==> src/inc/acso_pkg.sv <==
package acso_pkg;

  // Frame shape
  localparam int FRAME_BITS = 24;                  // Bits per read
  localparam int CNT_W      = 5;                   // Falling-edge counter width
  localparam int RES_W      = 17;                  // Result field width
  localparam int VAL_W      = 20;                  // Raw signed value from the modulator
  localparam int GAIN_W     = 3;                   // Gain select width
  localparam int REJ_W      = 2;                   // Rejection mode width

  // Frame field positions
  localparam int EOC_POS    = 23;                  // Conversion-done flag, active low
  localparam int FILL_POS   = 22;                  // Filler bit
  localparam int SIGN_POS   = 21;                  // Sign flag
  localparam int MSB_POS    = 20;                  // Result MSB
  localparam int GAIN_POS   = 1;                   // Gain bits 3..1
  localparam int TEMP_POS   = 0;                   // Temperature select bit
  localparam logic [CNT_W-1:0] LAST_FALL = 5'h17;  // Count value at the 24th fall

  // Clamp codes: +FS + 1 LSB and -FS - 1 LSB
  localparam logic signed [VAL_W-1:0] POS_CLAMP = 20'sh10000;
  localparam logic signed [VAL_W-1:0] NEG_CLAMP = 20'shEFFFF;

  // Rejection modes
  localparam logic [REJ_W-1:0] REJ_BOTH = 2'h0;    // Simultaneous 50/60 Hz, reset value
  localparam logic [REJ_W-1:0] REJ_50   = 2'h1;    // 50 Hz only
  localparam logic [REJ_W-1:0] REJ_60   = 2'h2;    // 60 Hz only

  // Timing
  localparam int CLK_MHZ          = 100;           // System clock rate
  localparam int EXT_MIN_FREQ_KHZ = 10;            // Slowest detectable external clock
  localparam int EXT_TIMEOUT_CYC  = (CLK_MHZ * 1000) / EXT_MIN_FREQ_KHZ;
  localparam int NOTCH_DIV        = 5120;          // Conversion clocks per notch period
  localparam int INT_OSC_DIV      = 32;            // System clocks per internal osc tick

  // Configuration carried to the analog core
  typedef struct packed {
    logic [GAIN_W-1:0] gain_select;                // Gain code
    logic              temp_input_select;          // Temperature sensor input
    logic              double_speed_select;        // 2x speed, no autocal
    logic [REJ_W-1:0]  reject_mode;                // Line rejection mode
  } acso_cfg_s;

  localparam acso_cfg_s CFG_RESET = '{gain_select: 3'h0, temp_input_select: 1'b0,
                                      double_speed_select: 1'b0, reject_mode: REJ_BOTH};

  // Result handed over by the modulator at conversion end
  typedef struct packed {
    logic                    valid;                // One-cycle completion strobe
    logic signed [VAL_W-1:0] value;                // Unclamped signed code
  } acso_result_s;

  typedef enum logic [1:0] {ST_CONVERT, ST_SLEEP, ST_OUTPUT} acso_state_e;

endpackage : acso_pkg

==> src/rtl/acso_top.sv <==
`timescale 1ns/100ps
module acso_top #(
  parameter int EXT_TIMEOUT = acso_pkg::EXT_TIMEOUT_CYC,  // Cycles without edge: clock absent
  parameter int OSC_DIV     = acso_pkg::INT_OSC_DIV,      // Internal oscillator divider
  parameter int NOTCH_CNT   = acso_pkg::NOTCH_DIV         // Conversion clocks per notch tick
) (
  input  wire logic                   clk,             // 100 MHz system clock
  input  wire logic                   reset,           // Synchronous, active high
  input  wire logic                   cs_n,            // Host chip select, active low
  input  wire logic                   sck,             // Host serial clock
  output logic                        serial_out,      // Serial data to host
  output logic                        serial_out_oe,   // Drive enable for serial_out
  input  wire logic                   cfg_load,        // Load new configuration
  input  wire acso_pkg::acso_cfg_s    cfg_in,          // Configuration word
  input  wire acso_pkg::acso_result_s result_in,       // Modulator result
  output logic                        conv_start,      // Start-of-conversion pulse
  output logic                        conv_busy,       // Conversion in progress
  output acso_pkg::acso_cfg_s         active_cfg,      // Config of running conversion
  input  wire logic                   conv_clock_pin,  // Frequency select pin
  output logic                        ext_clock_mode,  // External conversion clock in use
  output logic                        int_osc_enable,  // Internal oscillator enable
  output logic                        notch_tick       // One pulse per notch period
);
  import acso_pkg::*;

  localparam int TO_W = $clog2(EXT_TIMEOUT + 1);   // Idle counter width
  localparam int OD_W = $clog2(OSC_DIV + 1);       // Oscillator divider width
  localparam int NT_W = $clog2(NOTCH_CNT + 1);     // Notch counter width

  // Configuration state
  acso_cfg_s cfg_reg, cfg_next;                    // Programmed configuration
  acso_cfg_s eff_cfg;                              // Configuration as applied

  // Serial and conversion state
  acso_state_e             state_reg, state_next;  // Conversion cycle phase
  logic [FRAME_BITS-1:0]   shift_reg, shift_next;  // Output frame
  logic [CNT_W-1:0]        cnt_reg, cnt_next;      // Falling edges seen
  logic                    so_reg, so_next;        // Serial out level
  logic                    oe_reg, oe_next;        // Serial out enable
  logic                    sck_d_reg, sck_d_next;  // Last serial clock sample
  logic                    start_reg, start_next;  // Start pulse
  logic                    zsign_reg, zsign_next;  // Zero-code sign alternation
  logic                    busy_reg, busy_next;    // Conversion in progress
  acso_cfg_s               used_reg, used_next;    // Config tied to this conversion
  logic                    sck_fall;               // Falling serial clock edge
  logic signed [VAL_W-1:0] clamped;                // Result after clamping
  logic                    sign_bit;               // Frame sign flag
  logic [FRAME_BITS-1:0]   frame;                  // Assembled frame

  // Clock source state
  logic            pin_d_reg, pin_d_next;          // Last pin sample
  logic [TO_W-1:0] idle_reg, idle_next;            // Cycles since last pin rise
  logic            det_reg, det_next;              // External clock detected
  logic            ext_reg, ext_next;              // Source in use
  logic            osc_en_reg, osc_en_next;        // Oscillator enable output
  logic [OD_W-1:0] osc_reg, osc_next;              // Internal oscillator divider
  logic [NT_W-1:0] notch_reg, notch_next;          // Notch period counter
  logic            ntick_reg, ntick_next;          // Notch pulse
  logic            pin_rise;                       // Rising edge on pin
  logic            osc_tick;                       // Internal oscillator tick
  logic            conv_edge;                      // Conversion clock event

  // Configuration next value and applied form
  always_comb begin
    cfg_next = cfg_reg;
    // Reserved rejection code is stored as given; nothing here refuses it
    if (cfg_load) begin
      cfg_next = cfg_in;
    end
    eff_cfg = cfg_reg;
    if (cfg_reg.temp_input_select) begin
      eff_cfg.gain_select         = '0;
      eff_cfg.double_speed_select = 1'b0;
    end
  end

  // Configuration register; reset gives combined 50/60 Hz rejection
  always_ff @(posedge clk) begin
    if (reset) begin
      cfg_reg <= CFG_RESET;
    end else begin
      cfg_reg <= cfg_next;
    end
  end

  // Result clamp and frame assembly
  always_comb begin
    // Anything past full scale collapses onto one code beyond it
    if (result_in.value > POS_CLAMP) begin
      clamped = POS_CLAMP;
    end else if (result_in.value < NEG_CLAMP) begin
      clamped = NEG_CLAMP;
    end else begin
      clamped = result_in.value;
    end
    // Offset-binary sign: high for positive codes, and for zero unless double speed alternates it
    sign_bit = ~clamped[VAL_W-1];
    if (clamped == '0 && used_reg.double_speed_select) begin
      sign_bit = zsign_reg;
    end
    // Status leads and config trails, so one shift register serves the read
    frame = '0;
    frame[EOC_POS]  = 1'b0;
    frame[FILL_POS] = 1'b0;
    frame[SIGN_POS] = sign_bit;
    frame[MSB_POS -: RES_W] = clamped[RES_W-1:0];
    frame[GAIN_POS +: GAIN_W] = used_reg.gain_select;
    frame[TEMP_POS] = used_reg.temp_input_select;
  end

  // Conversion cycle and serial shifter next state
  always_comb begin
    // Serial clock is sampled as a level: a fall is high then low
    sck_fall   = sck_d_reg & ~sck;
    state_next = state_reg;
    shift_next = shift_reg;
    cnt_next   = cnt_reg;
    start_next = 1'b0;
    zsign_next = zsign_reg;
    used_next  = used_reg;
    sck_d_next = sck;
    case (state_reg)
      ST_CONVERT: begin
        // Clocks here are ignored; the frame is only built once the result lands
        if (result_in.valid) begin
          shift_next = frame;
          zsign_next = ~zsign_reg;
          state_next = ST_SLEEP;
        end
      end
      ST_SLEEP: begin
        // Select while asleep opens the read with the done flag already low
        if (!cs_n) begin
          cnt_next   = '0;
          state_next = ST_OUTPUT;
        end
      end
      ST_OUTPUT: begin
        if (cs_n) begin
          // Early release throws the rest of the frame away
          start_next = 1'b1;
          used_next  = eff_cfg;
          state_next = ST_CONVERT;
        end else if (sck_fall) begin
          // Last fall: line goes high and doubles as the next done flag
          if (cnt_reg == LAST_FALL) begin
            start_next = 1'b1;
            used_next  = eff_cfg;
            state_next = ST_CONVERT;
          end else begin
            shift_next = {shift_reg[FRAME_BITS-2:0], 1'b1};
            cnt_next   = cnt_reg + 5'h01;
          end
        end
      end
      default: begin
        // Stray encoding: recover into a fresh conversion
        state_next = ST_CONVERT;
      end
    endcase
    // Converting reads high, also covering clocks past the 24th
    if (state_next == ST_CONVERT) begin
      so_next = 1'b1;
    end else begin
      so_next = shift_next[FRAME_BITS-1];
    end
    oe_next = ~cs_n;
    // Busy kept in its own flop so the port is never a decode
    busy_next = (state_next == ST_CONVERT);
  end

  // Conversion cycle and serial shifter registers
  always_ff @(posedge clk) begin
    if (reset) begin
      state_reg <= ST_CONVERT;
      shift_reg <= '0;
      cnt_reg   <= '0;
      so_reg    <= 1'b1;
      oe_reg    <= 1'b0;
      sck_d_reg <= 1'b0;
      start_reg <= 1'b1;                           // Conversion begins out of reset
      zsign_reg <= 1'b0;
      busy_reg  <= 1'b1;
      used_reg  <= CFG_RESET;
    end else begin
      state_reg <= state_next;
      shift_reg <= shift_next;
      cnt_reg   <= cnt_next;
      so_reg    <= so_next;
      oe_reg    <= oe_next;
      sck_d_reg <= sck_d_next;
      start_reg <= start_next;
      zsign_reg <= zsign_next;
      busy_reg  <= busy_next;
      used_reg  <= used_next;
    end
  end

  // Clock source detection and notch timing next state
  always_comb begin
    // Timeout spans one period of the slowest external clock still detected
    pin_d_next = conv_clock_pin;
    pin_rise   = conv_clock_pin & ~pin_d_reg;
    idle_next  = idle_reg;
    det_next   = det_reg;
    if (pin_rise) begin
      idle_next = '0;
      det_next  = 1'b1;
    end else if (idle_reg == TO_W'(EXT_TIMEOUT - 1)) begin
      det_next  = 1'b0;
    end else begin
      idle_next = idle_reg + 1'b1;
    end
    // Hold the source while converting so a swap cannot corrupt a result
    if (state_reg != ST_CONVERT) begin
      ext_next = det_reg;
    end else begin
      ext_next = ext_reg;
    end
    osc_en_next = ~ext_next;
    // Internal oscillator runs only when it is the chosen source
    osc_tick = 1'b0;
    osc_next = osc_reg;
    if (!ext_reg) begin
      if (osc_reg == OD_W'(OSC_DIV - 1)) begin
        osc_next = '0;
        osc_tick = 1'b1;
      end else begin
        osc_next = osc_reg + 1'b1;
      end
    end else begin
      osc_next = '0;
    end
    // Notch timing counts whichever conversion clock is in charge
    conv_edge  = ext_reg ? pin_rise : osc_tick;
    notch_next = notch_reg;
    ntick_next = 1'b0;
    if (conv_edge) begin
      if (notch_reg == NT_W'(NOTCH_CNT - 1)) begin
        notch_next = '0;
        ntick_next = 1'b1;
      end else begin
        notch_next = notch_reg + 1'b1;
      end
    end
  end

  // Clock source registers; internal oscillator assumed at reset
  always_ff @(posedge clk) begin
    if (reset) begin
      // Last sample preset high: no false rise whatever level the pin idles at
      pin_d_reg  <= 1'b1;
      idle_reg   <= '0;
      det_reg    <= 1'b0;
      ext_reg    <= 1'b0;
      osc_en_reg <= 1'b1;
      osc_reg    <= '0;
      notch_reg  <= '0;
      ntick_reg  <= 1'b0;
    end else begin
      pin_d_reg  <= pin_d_next;
      idle_reg   <= idle_next;
      det_reg    <= det_next;
      ext_reg    <= ext_next;
      osc_en_reg <= osc_en_next;
      osc_reg    <= osc_next;
      notch_reg  <= notch_next;
      ntick_reg  <= ntick_next;
    end
  end

  // Outputs straight from flip-flops
  assign serial_out     = so_reg;
  assign serial_out_oe  = oe_reg;
  assign conv_start     = start_reg;
  assign conv_busy      = busy_reg;
  assign active_cfg     = used_reg;
  assign ext_clock_mode = ext_reg;
  assign int_osc_enable = osc_en_reg;
  assign notch_tick     = ntick_reg;

endmodule : acso_top

==> config.mk <==
export PLATFORM = sky130hd
export DESIGN_NAME = acso_top
export DESIGN_NICKNAME = d
export VERILOG_FILES = /design/src/inc/acso_pkg.sv /design/src/rtl/acso_top.sv
export SDC_FILE = /design/constraint.sdc
export NUM_CORES = 1
export LEC_CHECK = 0
export BUFFER_PORTS_ARGS = -buffer_cell sky130_fd_sc_hd__buf_2
export CELL_PAD_IN_SITES_DETAIL_PLACEMENT = 2
export CELL_PAD_IN_SITES_GLOBAL_PLACEMENT = 2
export CORE_AREA = 3 3 111 113
export CTS_CLUSTER_DIAMETER = 60
export CTS_CLUSTER_SIZE = 8
export DETAILED_ROUTE_END_ITERATION = 10
export DIE_AREA = 0 0 114 116
export HOLD_SLACK_MARGIN = 0.1
export PLACE_DENSITY = 0.83
export SYNTH_ARGS = -nofsm -noshare
export SYNTH_HDL_FRONTEND = slang
export SYNTH_SLANG_ARGS = --single-unit
==> constraint.sdc <==
create_clock -name clk -period 2.7 [get_ports clk]
set_input_delay 0.54 -clock clk [delete_from_list [all_inputs] [get_ports clk]]
set_output_delay 0.54 -clock clk [all_outputs]
set_load 0.03 [all_outputs]
==> flow_summary_export.csv <==
group,metric,value,unit
global_route,grt_first_pass_wirelength,18800,µm
final_layout,post_route_cells_drive_above_1_share,0.170,
routing,drc,0,
floorplan,die-area,13200,µm²
clock_network,path_clk_slew,60,ps
critical_path,setup.worst_path.start_class,"primary input",
yosys,number_of_standard_cells_after_synthesis,460,
power_and_ir_drop,net_switching_component_of_the_power,0.687,mW
placed_design,gp_congestion,0.824,
clock_network,cts_inserted_buffers,9,
yosys,postSynthRegisterBits,89,
floorplan,chipWidth,114,µm
sta,fmax,0.468,GHz
critical_path,crit_fanout,3,
routing,drt_wl_total,11100,µm
placed_design,dp_hpwl,8070,µm
clock_network,clock_sink_count,89,
sta,timing.final.setup_violations,0,
global_route,via_count_of_the_first_global_routing_pass,3788,
final_layout,fill_cells,1286,
sta,finalCritPeriodShare,0.791,
yosys,synth_nets,499,
sta,finalCriticalPeriod,2140,ps
clock_network,postCtsSetupBuffers,0,
floorplan,placement_rows,39,
clock_network,holdBufCountCts,0,
sta,setup_total_negative_slack,0,ps
sta,worst_skew,7.36,ps
sta,worst_slew_pin_slew,761,ps
final_layout,final_cell_mix,"89 x dfxtp_1, 59 x nor2_1, 53 x nand2_1, 47 x buf_2, 28 x nand3_1",
sta,hold_violations,0,
yosys,synth.distinct_cells,55,
floorplan,chipHeight,116,µm
floorplan,floorplan.initialDensity,0.347,
routing,drt-wirelength-per-cell,17.2,µm
clock_network,insertion_delay,340,ps
yosys,synth_seq_area_share,0.450,
sta,postLayoutSetupSlackWorst,563,ps
worst_hold_path,min_path_cells,2,
yosys,synthFlopType,"dfxtp_1",
final_layout,antenna_cell_count,0,
sta,final-max-slew-violation-count,0,
floorplan,ioPinCount,48,
global_route,total_congestion_overflow,0,
clock_network,cts_buffer_depth,2,
placed_design,dpl.cell_count,633,
yosys,syn-mean-instance-area,8.60,µm²
power_and_ir_drop,leakage,1.66,nW
routing,detail-route-antenna-nets,0,
power_and_ir_drop,irDropWorstVdd,290,µV
final_layout,largest_register_ff_count,24,
final_layout,fin_util,0.400,
final_layout,p_r_area_growth_vs_syn,15.4,%
final_layout,finish.instance_area,4570,µm²
critical_path,setup.worst_path.end_class,"flip-flop",
power_and_ir_drop,clockPowerShare,0.425,
global_route,grt_antenna_before_repair,0,
yosys,synthesis.yosys.warnings,0,
yosys,synthesis.area,3960,µm²
clock_network,cts-root-buf,"clkbuf_16",
placed_design,place_ws,256,ps
sta,grt_setup_unrepaired,"false",
floorplan,core_area,11400,µm²
power_and_ir_drop,cell_internal_pwr,2.11,mW
routing,dr.first_iter.drc_count,136,
power_and_ir_drop,combPwrFrac,0.078,
power_and_ir_drop,pwr-share-seq,0.497,
yosys,synthArstFlopShare,0,
critical_path,r2r_cells,6,
final_layout,layout_commonest_cell,"dfxtp_1",
final_layout,final_cells,649,
global_route,grt_max_degree,38,
routing,detail_route.first_pass.iterations,4,
power_and_ir_drop,power.share.switching,0.246,
yosys,synth-edff-count,0,
status,status,"finished clean",
critical_path,crit_type,"primary input to flip-flop",
final_layout,final_nets,540,
clock_network,tritoncts,"built",
run,maxCapViolCount,0,
power_and_ir_drop,report.power.total,2.79,mW
routing,route.vias.total,3511,
critical_path,cp.arrival,2340,ps
sta,hold-worst-slack,420,ps
worst_hold_path,hold_class,"primary input to flip-flop",
global_route,global_route.usage.total,0.176,
placed_design,io_buffer_count,47,
placed_design,placement.cell_area,4290,µm²
clock_network,post_cts.resized_instances,0,
power_and_ir_drop,pwr_density_cell,612,nW/µm²
critical_path,critPathRequiredTime,2900,ps
clock_network,cts.htree.levels,3,
routing,routed_via_density,5.41,
sta,timing.max_slew.rel_slack,0.491,
-- routing by layer --
metal | global-route usage | share of wire | vias to the layer above
li1 | - | - | 1710
met1 | 0.217 | 0.46 | 1748
met2 | 0.305 | 0.50 | 34
met3 | 0.0292 | 0.023 | 19
met4 | 0.0768 | 0.023 | 0
met5 | 0 | 0 | -
-- synth_stat cells (11+ instances only) --
cell type	count	area share
dfxtp_1	89	0.45
nor2_1	59	0.056
nand2_1	53	0.050
nand3_1	28	0.035
o21ai_0	25	0.032
a21oi_1	22	0.028
a31oi_1	21	0.033
nand4_1	14	0.022
xor2_1	13	0.029
mux2i_1	12	0.030
clkbuf_1	11	0.010
nor3_1	11	0.014
xnor2_1	11	0.024
-- logic make-up after synthesis --
family          synth area share
fa+ha+maj                 0.0158
simple gates               0.281
xor+xnor                  0.0531
compound gates             0.132
buf+inv                   0.0379
flops                      0.450
mux                       0.0304
-- power by group through the flow --
stage / Combinational [mW] / Clock, mW / Sequential, mW
global placement: 0.205 / 0 / 1.42
detailed placement: 0.218 / 0 / 1.42
finish: 0.219 / 1.19 / 1.39
CTS: 0.221 / 1.22 / 1.39
global route: 0.245 / 1.27 / 1.39
floorplan: 0.133 / 0 / 1.42
-- layout make-up --
cell class,instances,area (µm²),area share
inverters,7,26.3,0.00575
clock buffers,11,253,0.0553
well taps,143,179,0.0392
multi-input cells,342,2030,0.443
clock inverters,5,30.0,0.00657
repair buffers,52,273,0.0597
flip-flops and latches,89,1780,0.390
-- critical path: stages --
cell and delay, ps:
buf_2 110, nand4_1 90, o41ai_1 400, nand4_1 160, ha_1 330, nor4_1 240, nand3_1 130, o41ai_1 80
a21o_1 170, a31oi_1 70
-- worst paths after layout --
path                         to  slack [ps]      startpoint
hold / removal        pin_d_reg         420  conv_clock_pin
setup reg to reg  shift_reg[23]         700      cnt_reg[0]
hold reg to reg      osc_reg[0]         460      osc_reg[0]
setup / recovery  shift_reg[21]         560    result_in[4]
(Power assumes the default switching activity.)
